[src/rtl/smr_regs.vh]
// Mode-register bank address map, field layout and reset values
`ifndef SMR_REGS_VH
`define SMR_REGS_VH

`define SMR_ADDR_LATENCY     8'h02
`define SMR_ADDR_IO_DRIVE    8'h03
`define SMR_ADDR_TEMP        8'h04
`define SMR_ADDR_MAKER       8'h05
`define SMR_ADDR_REV_PRI     8'h06
`define SMR_ADDR_REV_SEC     8'h07
`define SMR_ADDR_GEOMETRY    8'h08
`define SMR_ADDR_TEST        8'h09

`define SMR_LAT_RESET        4'h1
`define SMR_LAT_MIN          4'h1
`define SMR_LAT_MAX          4'h6
`define SMR_LAT_RL3_WL1      4'h1
`define SMR_LAT_RL4_WL2      4'h2
`define SMR_LAT_RL5_WL2      4'h3
`define SMR_LAT_RL6_WL3      4'h4
`define SMR_LAT_RL7_WL4      4'h5
`define SMR_LAT_RL8_WL4      4'h6
`define SMR_DRV_RESET        4'h2
`define SMR_DRV_MIN          4'h1
`define SMR_DRV_MAX          4'h7
`define SMR_DRV_HOLE         4'h5
`define SMR_DRV_34R          4'h1
`define SMR_DRV_40R          4'h2
`define SMR_DRV_48R          4'h3
`define SMR_DRV_60R          4'h4
`define SMR_DRV_80R          4'h6
`define SMR_DRV_120R         4'h7

`define SMR_RATE_LOW_LIMIT   3'h0
`define SMR_RATE_X4          3'h1
`define SMR_RATE_X2          3'h2
`define SMR_RATE_X1          3'h3
`define SMR_RATE_RSVD        3'h4
`define SMR_RATE_Q_NODERATE  3'h5
`define SMR_RATE_Q_DERATE    3'h6
`define SMR_RATE_HIGH_LIMIT  3'h7
`define SMR_RATE_HOT_BIT     2

`define SMR_TUF_BIT          7
`define SMR_RSVD_HI4         4'h0
`define SMR_RSVD_MID4        4'h0

`define SMR_TYPE_FOUR_BIT    2'h0
`define SMR_TYPE_TWO_BIT     2'h1
`define SMR_DENS_4GB         4'h6
`define SMR_WIDTH_X32        2'h0

`endif

[src/rtl/smr_mode_regs.v]
// Mode-register bank for addresses 02h to 09h
`timescale 1ns/1ps
`include "smr_regs.vh"

module smr_mode_regs #(
    parameter [7:0] MAKER_CODE   = 8'h5a, // Arbitrary value
    parameter [7:0] REV_PRIMARY  = 8'ha5, // Arbitrary value
    parameter [7:0] REV_SECOND   = 8'h3c, // Arbitrary value
    parameter [1:0] PREFETCH     = `SMR_TYPE_FOUR_BIT,
    parameter [3:0] DENSITY      = `SMR_DENS_4GB,
    parameter [1:0] IO_WIDTH     = `SMR_WIDTH_X32
) (
    // Clock and reset
    input  wire       i_mclk,
    input  wire       i_rstn,
    // Mode-register command port
    input  wire       i_mrw,
    input  wire       i_mrr,
    input  wire [7:0] i_addr,
    input  wire [7:0] i_wdata,
    // Temperature sensor refresh-rate code
    input  wire [2:0] i_sensor_rate,
    // Read answer
    output reg  [7:0] o_rdata,
    output reg        o_rvalid,
    output reg        o_rhit,
    // Decoded configuration
    output reg  [3:0] o_latency_code,
    output reg  [3:0] o_drive_code,
    output reg  [2:0] o_refresh_rate,
    output reg        o_temp_update_flag,
    output reg        o_over_85c,
    output reg        o_derate,
    output reg        o_temp_limit
);

    // Stored settings and status
    reg  [3:0] latency_reg;
    reg  [3:0] drive_reg;
    reg  [2:0] rate_reg;
    reg        tuf_reg;

    // Next values of the stored state
    reg  [3:0] latency_next;
    reg  [3:0] drive_next;
    reg  [2:0] rate_next;
    reg        tuf_next;

    // Read answer next values
    reg  [7:0] rdata_next;
    reg        hit_next;
    reg        rvalid_next;

    // Status decode next values
    reg        hot_next;
    reg        derate_next;
    reg        limit_next;

    // Command decode
    wire       lat_write;
    wire       drv_write;
    wire       temp_read;
    wire       rate_change;

    // Only six latency pairs exist; every other code is reserved
    function lat_legal;
        input [3:0] c;
        begin
            case (c)
                `SMR_LAT_RL3_WL1: lat_legal = 1'b1;
                `SMR_LAT_RL4_WL2: lat_legal = 1'b1;
                `SMR_LAT_RL5_WL2: lat_legal = 1'b1;
                `SMR_LAT_RL6_WL3: lat_legal = 1'b1;
                `SMR_LAT_RL7_WL4: lat_legal = 1'b1;
                `SMR_LAT_RL8_WL4: lat_legal = 1'b1;
                default:          lat_legal = 1'b0;
            endcase
        end
    endfunction

    // Drive codes with a gap at 5; zero and above 7 are reserved
    function drv_legal;
        input [3:0] c;
        begin
            case (c)
                `SMR_DRV_34R:  drv_legal = 1'b1;
                `SMR_DRV_40R:  drv_legal = 1'b1;
                `SMR_DRV_48R:  drv_legal = 1'b1;
                `SMR_DRV_60R:  drv_legal = 1'b1;
                `SMR_DRV_80R:  drv_legal = 1'b1;
                `SMR_DRV_120R: drv_legal = 1'b1;
                default:       drv_legal = 1'b0;
            endcase
        end
    endfunction

    // Full eight-bit compare; aliases of a mode address must not match
    function addr_is;
        input [7:0] a;
        input [7:0] target;
        begin
            addr_is = (a == target);
        end
    endfunction

    // Only the quarter rate with derating asks for longer core timings
    function rate_needs_derate;
        input [2:0] r;
        begin
            case (r)
                `SMR_RATE_Q_DERATE: rate_needs_derate = 1'b1;
                default:            rate_needs_derate = 1'b0;
            endcase
        end
    endfunction

    // Both ends of the code range mean the operating limit is exceeded
    function rate_out_of_range;
        input [2:0] r;
        begin
            case (r)
                `SMR_RATE_LOW_LIMIT:  rate_out_of_range = 1'b1;
                `SMR_RATE_HIGH_LIMIT: rate_out_of_range = 1'b1;
                default:              rate_out_of_range = 1'b0;
            endcase
        end
    endfunction

    // Addresses that answer a read; write-only ones do not
    function read_hit;
        input [7:0] a;
        begin
            case (a)
                `SMR_ADDR_TEMP:     read_hit = 1'b1;
                `SMR_ADDR_MAKER:    read_hit = 1'b1;
                `SMR_ADDR_REV_PRI:  read_hit = 1'b1;
                `SMR_ADDR_REV_SEC:  read_hit = 1'b1;
                `SMR_ADDR_GEOMETRY: read_hit = 1'b1;
                `SMR_ADDR_TEST:     read_hit = 1'b1;
                default:            read_hit = 1'b0;
            endcase
        end
    endfunction

    // Command decode; a write and a read may share one edge
    assign lat_write   = i_mrw && addr_is(i_addr, `SMR_ADDR_LATENCY);
    assign drv_write   = i_mrw && addr_is(i_addr, `SMR_ADDR_IO_DRIVE);
    assign temp_read   = i_mrr && addr_is(i_addr, `SMR_ADDR_TEMP);
    assign rate_change = (i_sensor_rate != rate_reg);

    // Reserved latency codes are dropped, so the old setting stays
    always @* begin
        latency_next = latency_reg;
        if (lat_write && lat_legal(i_wdata[3:0])) begin
            latency_next = i_wdata[3:0];
        end
    end

    // Reserved drive codes are dropped as well
    always @* begin
        drive_next = drive_reg;
        if (drv_write && drv_legal(i_wdata[3:0])) begin
            drive_next = i_wdata[3:0];
        end
    end

    // Set beats clear: a change in the read cycle must not be lost
    always @* begin
        rate_next = i_sensor_rate;
        tuf_next  = tuf_reg;
        if (rate_change) begin
            tuf_next = 1'b1;
        end else if (temp_read) begin
            tuf_next = 1'b0;
        end
    end

    // Read mux; write-only, test and idle cycles read as zero
    always @* begin
        rdata_next = 8'h00;
        if (i_mrr) begin
            case (i_addr)
                `SMR_ADDR_TEMP:     rdata_next = {tuf_reg, `SMR_RSVD_MID4, rate_reg};
                `SMR_ADDR_MAKER:    rdata_next = MAKER_CODE;
                `SMR_ADDR_REV_PRI:  rdata_next = REV_PRIMARY;
                `SMR_ADDR_REV_SEC:  rdata_next = REV_SECOND;
                `SMR_ADDR_GEOMETRY: rdata_next = {IO_WIDTH, DENSITY, PREFETCH};
                default:            rdata_next = 8'h00;
            endcase
        end
    end

    // Read strobe qualifies the hit so idle cycles never report one
    always @* begin
        rvalid_next = i_mrr;
        hit_next    = i_mrr && read_hit(i_addr);
    end

    // Status decode from the stored rate, not the raw sensor code
    always @* begin
        hot_next    = rate_reg[`SMR_RATE_HOT_BIT];
        derate_next = rate_needs_derate(rate_reg);
        limit_next  = rate_out_of_range(rate_reg);
    end

    // Latency setting
    always @(posedge i_mclk) begin
        if (!i_rstn) begin
            latency_reg <= `SMR_LAT_RESET;
        end else begin
            latency_reg <= latency_next;
        end
    end

    // Drive setting
    always @(posedge i_mclk) begin
        if (!i_rstn) begin
            drive_reg <= `SMR_DRV_RESET;
        end else begin
            drive_reg <= drive_next;
        end
    end

    // Sensor code is taken as synchronous; no extra stage is added
    always @(posedge i_mclk) begin
        if (!i_rstn) begin
            rate_reg <= `SMR_RATE_X1;
        end else begin
            rate_reg <= rate_next;
        end
    end

    // Update flag
    always @(posedge i_mclk) begin
        if (!i_rstn) begin
            tuf_reg <= 1'b0;
        end else begin
            tuf_reg <= tuf_next;
        end
    end

    // Read answer stands for one cycle only
    always @(posedge i_mclk) begin
        if (!i_rstn) begin
            o_rdata  <= 8'h00;
            o_rvalid <= 1'b0;
            o_rhit   <= 1'b0;
        end else begin
            o_rdata  <= rdata_next;
            o_rvalid <= rvalid_next;
            o_rhit   <= hit_next;
        end
    end

    // Configuration outputs lag the stored setting by one cycle
    always @(posedge i_mclk) begin
        if (!i_rstn) begin
            o_latency_code <= `SMR_LAT_RESET;
            o_drive_code   <= `SMR_DRV_RESET;
        end else begin
            o_latency_code <= latency_reg;
            o_drive_code   <= drive_reg;
        end
    end

    // Rate and flag copies for the controller side
    always @(posedge i_mclk) begin
        if (!i_rstn) begin
            o_refresh_rate     <= `SMR_RATE_X1;
            o_temp_update_flag <= 1'b0;
        end else begin
            o_refresh_rate     <= rate_reg;
            o_temp_update_flag <= tuf_reg;
        end
    end

    // Decoded temperature indications
    always @(posedge i_mclk) begin
        if (!i_rstn) begin
            o_over_85c   <= 1'b0;
            o_derate     <= 1'b0;
            o_temp_limit <= 1'b0;
        end else begin
            o_over_85c   <= hot_next;
            o_derate     <= derate_next;
            o_temp_limit <= limit_next;
        end
    end

endmodule

[config.mk]
export PLATFORM = sky130hd
export DESIGN_NAME = smr_mode_regs
export DESIGN_NICKNAME = d
export VERILOG_FILES = /design/src/rtl/smr_mode_regs.v
export VERILOG_INCLUDE_DIRS = /design/src /design/src/rtl
export SDC_FILE = /design/constraint.sdc
export NUM_CORES = 1
export LEC_CHECK = 0
export BUFFER_PORTS_ARGS = -buffer_cell sky130_fd_sc_hd__buf_2
export CAP_MARGIN = 20
export CORE_MARGIN = 3
export CORE_UTILIZATION = 46
export DETAILED_ROUTE_END_ITERATION = 12
export PLACE_DENSITY = 0.88
export SYNTH_ARGS = -nofsm -noshare
export SYNTH_HDL_FRONTEND = slang
export SYNTH_SLANG_ARGS = --single-unit
export TNS_END_PERCENT = 1
[constraint.sdc]
create_clock -name i_mclk -period 3.3 [get_ports i_mclk]
set_input_delay 0.66 -clock i_mclk [delete_from_list [all_inputs] [get_ports i_mclk]]
set_output_delay 0.66 -clock i_mclk [all_outputs]
set_load 0.01 [all_outputs]
# == Word level (Yosys, flattened, before mapping) ==
# Cells that the tools add are included.
# totals
reg_bits,37
input_bits,23
output_inout_bits,25
wordCells,53
# op_classes
eq_ne,18
n_mux,8
n_reduce_logical,13
# op_table
cell,count
$pmux W8 S5,1
$eq A8 B3 Y1 const B,4
$reduce_or A6 Y1,3
$eq A4 B3 Y1 const B,4
$eq A8 B2 Y1 const B,2
$eq A8 B4 Y1 const B,2
$eq A4 B2 Y1 const B,2
$mux W1,7
$eq A3 B3 Y1 const B,2
$logic_and A1 B1 Y1,6
$eq A4 B1 Y1 const B,1
$logic_not A3 Y1,1
$ne A3 B3 Y1,1
$reduce_and A2 Y1,1
$reduce_bool A2 Y1,1
$reduce_or A2 Y1,1

# == Depth between registers and ports, before layout ==
# logic_depth
word_depth,4
depth_mapped,5
mapped_depth_nobuf,4

# == Least setup slack after synthesis ==
# OpenSTA, ideal clock, no wires.
# synth_timing
path_type,input -> register
from,in i_addr[5]
to,reg latency_reg[0]
setup_ns,0.121
arrival_ns,2.476
t_required_ns,3.179
setup_slack_ns,0.703
stages,5
path_buffers,1
path_cell_list,or4_4 -> or3_1 -> or4_4 -> buf_6 -> mux2_4
# synth_via
elab_chain_cells,3
# synth_rtl
element,line_no,text
"start, declared",smr_mode_regs.v:19,"input wire [7:0] i_addr,"
$eq A8 B2 Y1,smr_mode_regs.v:102,addr_is = (a == target);
$logic_and A1 B1 Y1,smr_mode_regs.v:146,"assign lat_write = i_mrw && addr_is(i_addr, `SMR_ADDR_LATENCY);"
$logic_and A1 B1 Y1,smr_mode_regs.v:154,if (lat_write && lat_legal(i_wdata[3:0])) begin
"end signal, assigned",smr_mode_regs.v:209,latency_reg <= `SMR_LAT_RESET;
"end signal, assigned",smr_mode_regs.v:211,latency_reg <= latency_next;
"end, declared",smr_mode_regs.v:38,reg [3:0] latency_reg;
# No other way between the ends.
# A chain may end at the register's enable or synchronous reset.

# == Final worst setup path ==
# Ends and elaborated chain as after synthesis.

==> results.yml <==
final_layout:
  largest_reg_flops: 7
  drive_above_1_share_pct: 35.3
  largest_register: "o_rdata"
  synthToLayoutAreaGrowth_pct: 26.9
  fillerInstances: 192
  n_antenna_cell: 0
  fin_nets: 178
  finish.utilization_pct: 64.7
worst_setup_path:
  cp-start-kind: "input port"
  crit_type: "input port to flop"
  crit_path_end_kind: "flop"
  cp.required_ns: 3.52
  arrival_ns: 2.57
  crit_path_max_fanout: 4
floorplanning:
  ios: 48
  die_area_um2: 3210
  rows: 17
  initial_core_util_pct: 51.0
  dieWidth_um: 56.7
  core_area_um2: 2320
  dieHeight_um: 56.7
clock_network:
  clkLatencyLatePin_ns: 0.33
  postCtsSetupRepairBufs: 0
  cts_made_buffers: 5
  cts_resized: 0
  clockRootBuffer: "clkbuf_4"
  htreeDepth: 2
  cts_buffer_depth: 2
  clk_pin_slew_worst_paths_ns: 0.11
  cts_tree: "yes"
  clock_sinks: 35
  hold_buffers: 0
sta:
  finalSetupTns_ns: 0
  rsz0062_at_grt: "false"
  timing.final.crit_share_pct: 71.3
  setup_slack_ns: 0.948
  finalMaxSlewViolations: 0
  tightest_slew_ns: 0.444
  min_period_ns: 2.35
  setup_viol: 0
  max_freq_mhz: 425
  slew_headroom_pct: 70.3
  fin_hold_ws_ns: 0.429
  skew_ns: 0.00986
  hold_viol: 0
synthesis:
  synth_common_cells: "dfxtp_1 (35), nand2_1 (9), inv_1 (8), nand2b_1 (8), nor2_1 (6)"
  ys_ff_latch: 35
  synthArstFlopShare_pct: 0
  ys_types: 31
  synth_top_cell_area_share_pct: 59.3
  synth_cells: 110
  synthMostInstantiatedCell: "dfxtp_1"
  synthTopCellsByArea: "dfxtp_1 (59%), mux2i_1 (4.2%), nand2b_1 (4.2%), xor2_1 (3.0%), nand2_1 (2.9%)"
  syn-num-nets: 133
  seq_area_frac_synth_pct: 59.3
  synth_edf_count: 0
  yosysTopAreaCell: "dfxtp_1"
  ys.flop_type: "dfxtp_1"
  syn_area_per_cell_um2: 10.7
  yosysWarnings: 0
  netlist_area_um2: 1180
drt:
  route.detailed.drc: 0
  drt_iter0_markers: 14
  num_vias: 868
  postRouteAntennaNets: 0
  dr.pass1.iters: 4
  drt-total-wl_um: 2170
  wl_per_cell_um: 11.8
  via_per_inst: 4.72
global_route:
  grt_pass1_vias: 944
  grt_pass1_wl_um: 3800
  grt_max_degree: 24
  grt_overflow: 0
  grtUsageMet2_pct: 29.2
  grtUsageTotal_pct: 15.7
  met3_usage_pct: 4.60
  busiest_layer: "met2"
  grt_util_met1_pct: 14.6
  antenna_found_initial: 0
pwr:
  leakage_nw: 0.751
  ir_drop_mv: 0.542
  p_per_area_nw_per_um2: 565
  total_power_mw: 0.847
placement:
  dp_hpwl_um: 1670
  port_buffers: 43
  gp_congestion: 0.709
  dpl_worst_slack_ns: 0.594
worst_hold_path:
  min_path_type: "flop to flop"
run:
  cap_violations: 0
outcome:
  status: "completed"
-- cell families (layout without fill, tap and decap cells) --
logic type                after synthesis  after routing  synth area share, %
and+or+nand+nor                        44             44                 21.5
DFF                                    35             35                 59.3
buffers and inverters                  13             59                 5.40
AOI/OAI and AO/OA                       7              7                 4.44
muxes                                   7              7                 6.45
xor gates and xnor gates                4              4                 2.96
-- where the power goes --
group | switching, mW | internal [mW]
clock | 0.134 | 0.237
combinational | 0.0236 | 0.0207
sequential | 0.00387 | 0.429
-- layout by cell type, fill, tap and decap left out, types with 2 or more instances in the layout --
cell type	instances
nand2b_1	8
or3_1	2
dfxtp_1	35
inv_1	8
nor2_1	6
nand2_1	9
or4_4	2
nor3_1	4
clkbuf_4	5
and2_1	5
xor2_1	4
buf_2	43
mux2i_1	5
bufinv_16	2
-- through the flow --
| stage | area, µm² | cells |
|---|---|---|
| after CTS | 1500 | 184 |
| after floorplan | 1180 | 110 |
| after global placement | 1400 | 176 |
| final | 1500 | 184 |
| after detailed placement | 1400 | 176 |
| after global routing | 1500 | 184 |
-- layer usage --
layer	wire, µm	part of all wire, %
met4	46	2.1
met2	1180	54
met5	0	0
met1	810	37
met3	135	6.2
-- worst max-delay path: stages --
cell	delay, ns
buf_2	0.09
or4_4	0.54
or3_1	0.39
or4_4	0.57
mux2_4	0.31
-- final timing paths --
kind / start / endpoint / slack (ns) / cells past startpoint
setup / recovery: i_addr[5] / latency_reg[0] / 0.95 / 5
hold / removal: drive_reg[0] / o_drive_code[0] / 0.43 / 2
setup reg to reg: rate_needs_derate.r[0] / tuf_reg / 2.26 / 2
hold reg to reg: drive_reg[0] / o_drive_code[0] / 0.43 / 2
-- final cells by class --
type                            count  area (µm²)  area share, %
Clock inverter                      2        60.1           4.00
Tap cell                           28        35.0           2.34
Multi-Input combinational cell     62         418           27.9
Clock buffer                        6        41.3           2.75
Sequential cell                    35         701           46.7
Inverter                            8        30.0           2.00
Timing Repair Buffer               43         215           14.3
(Power assumes the default switching activity.)
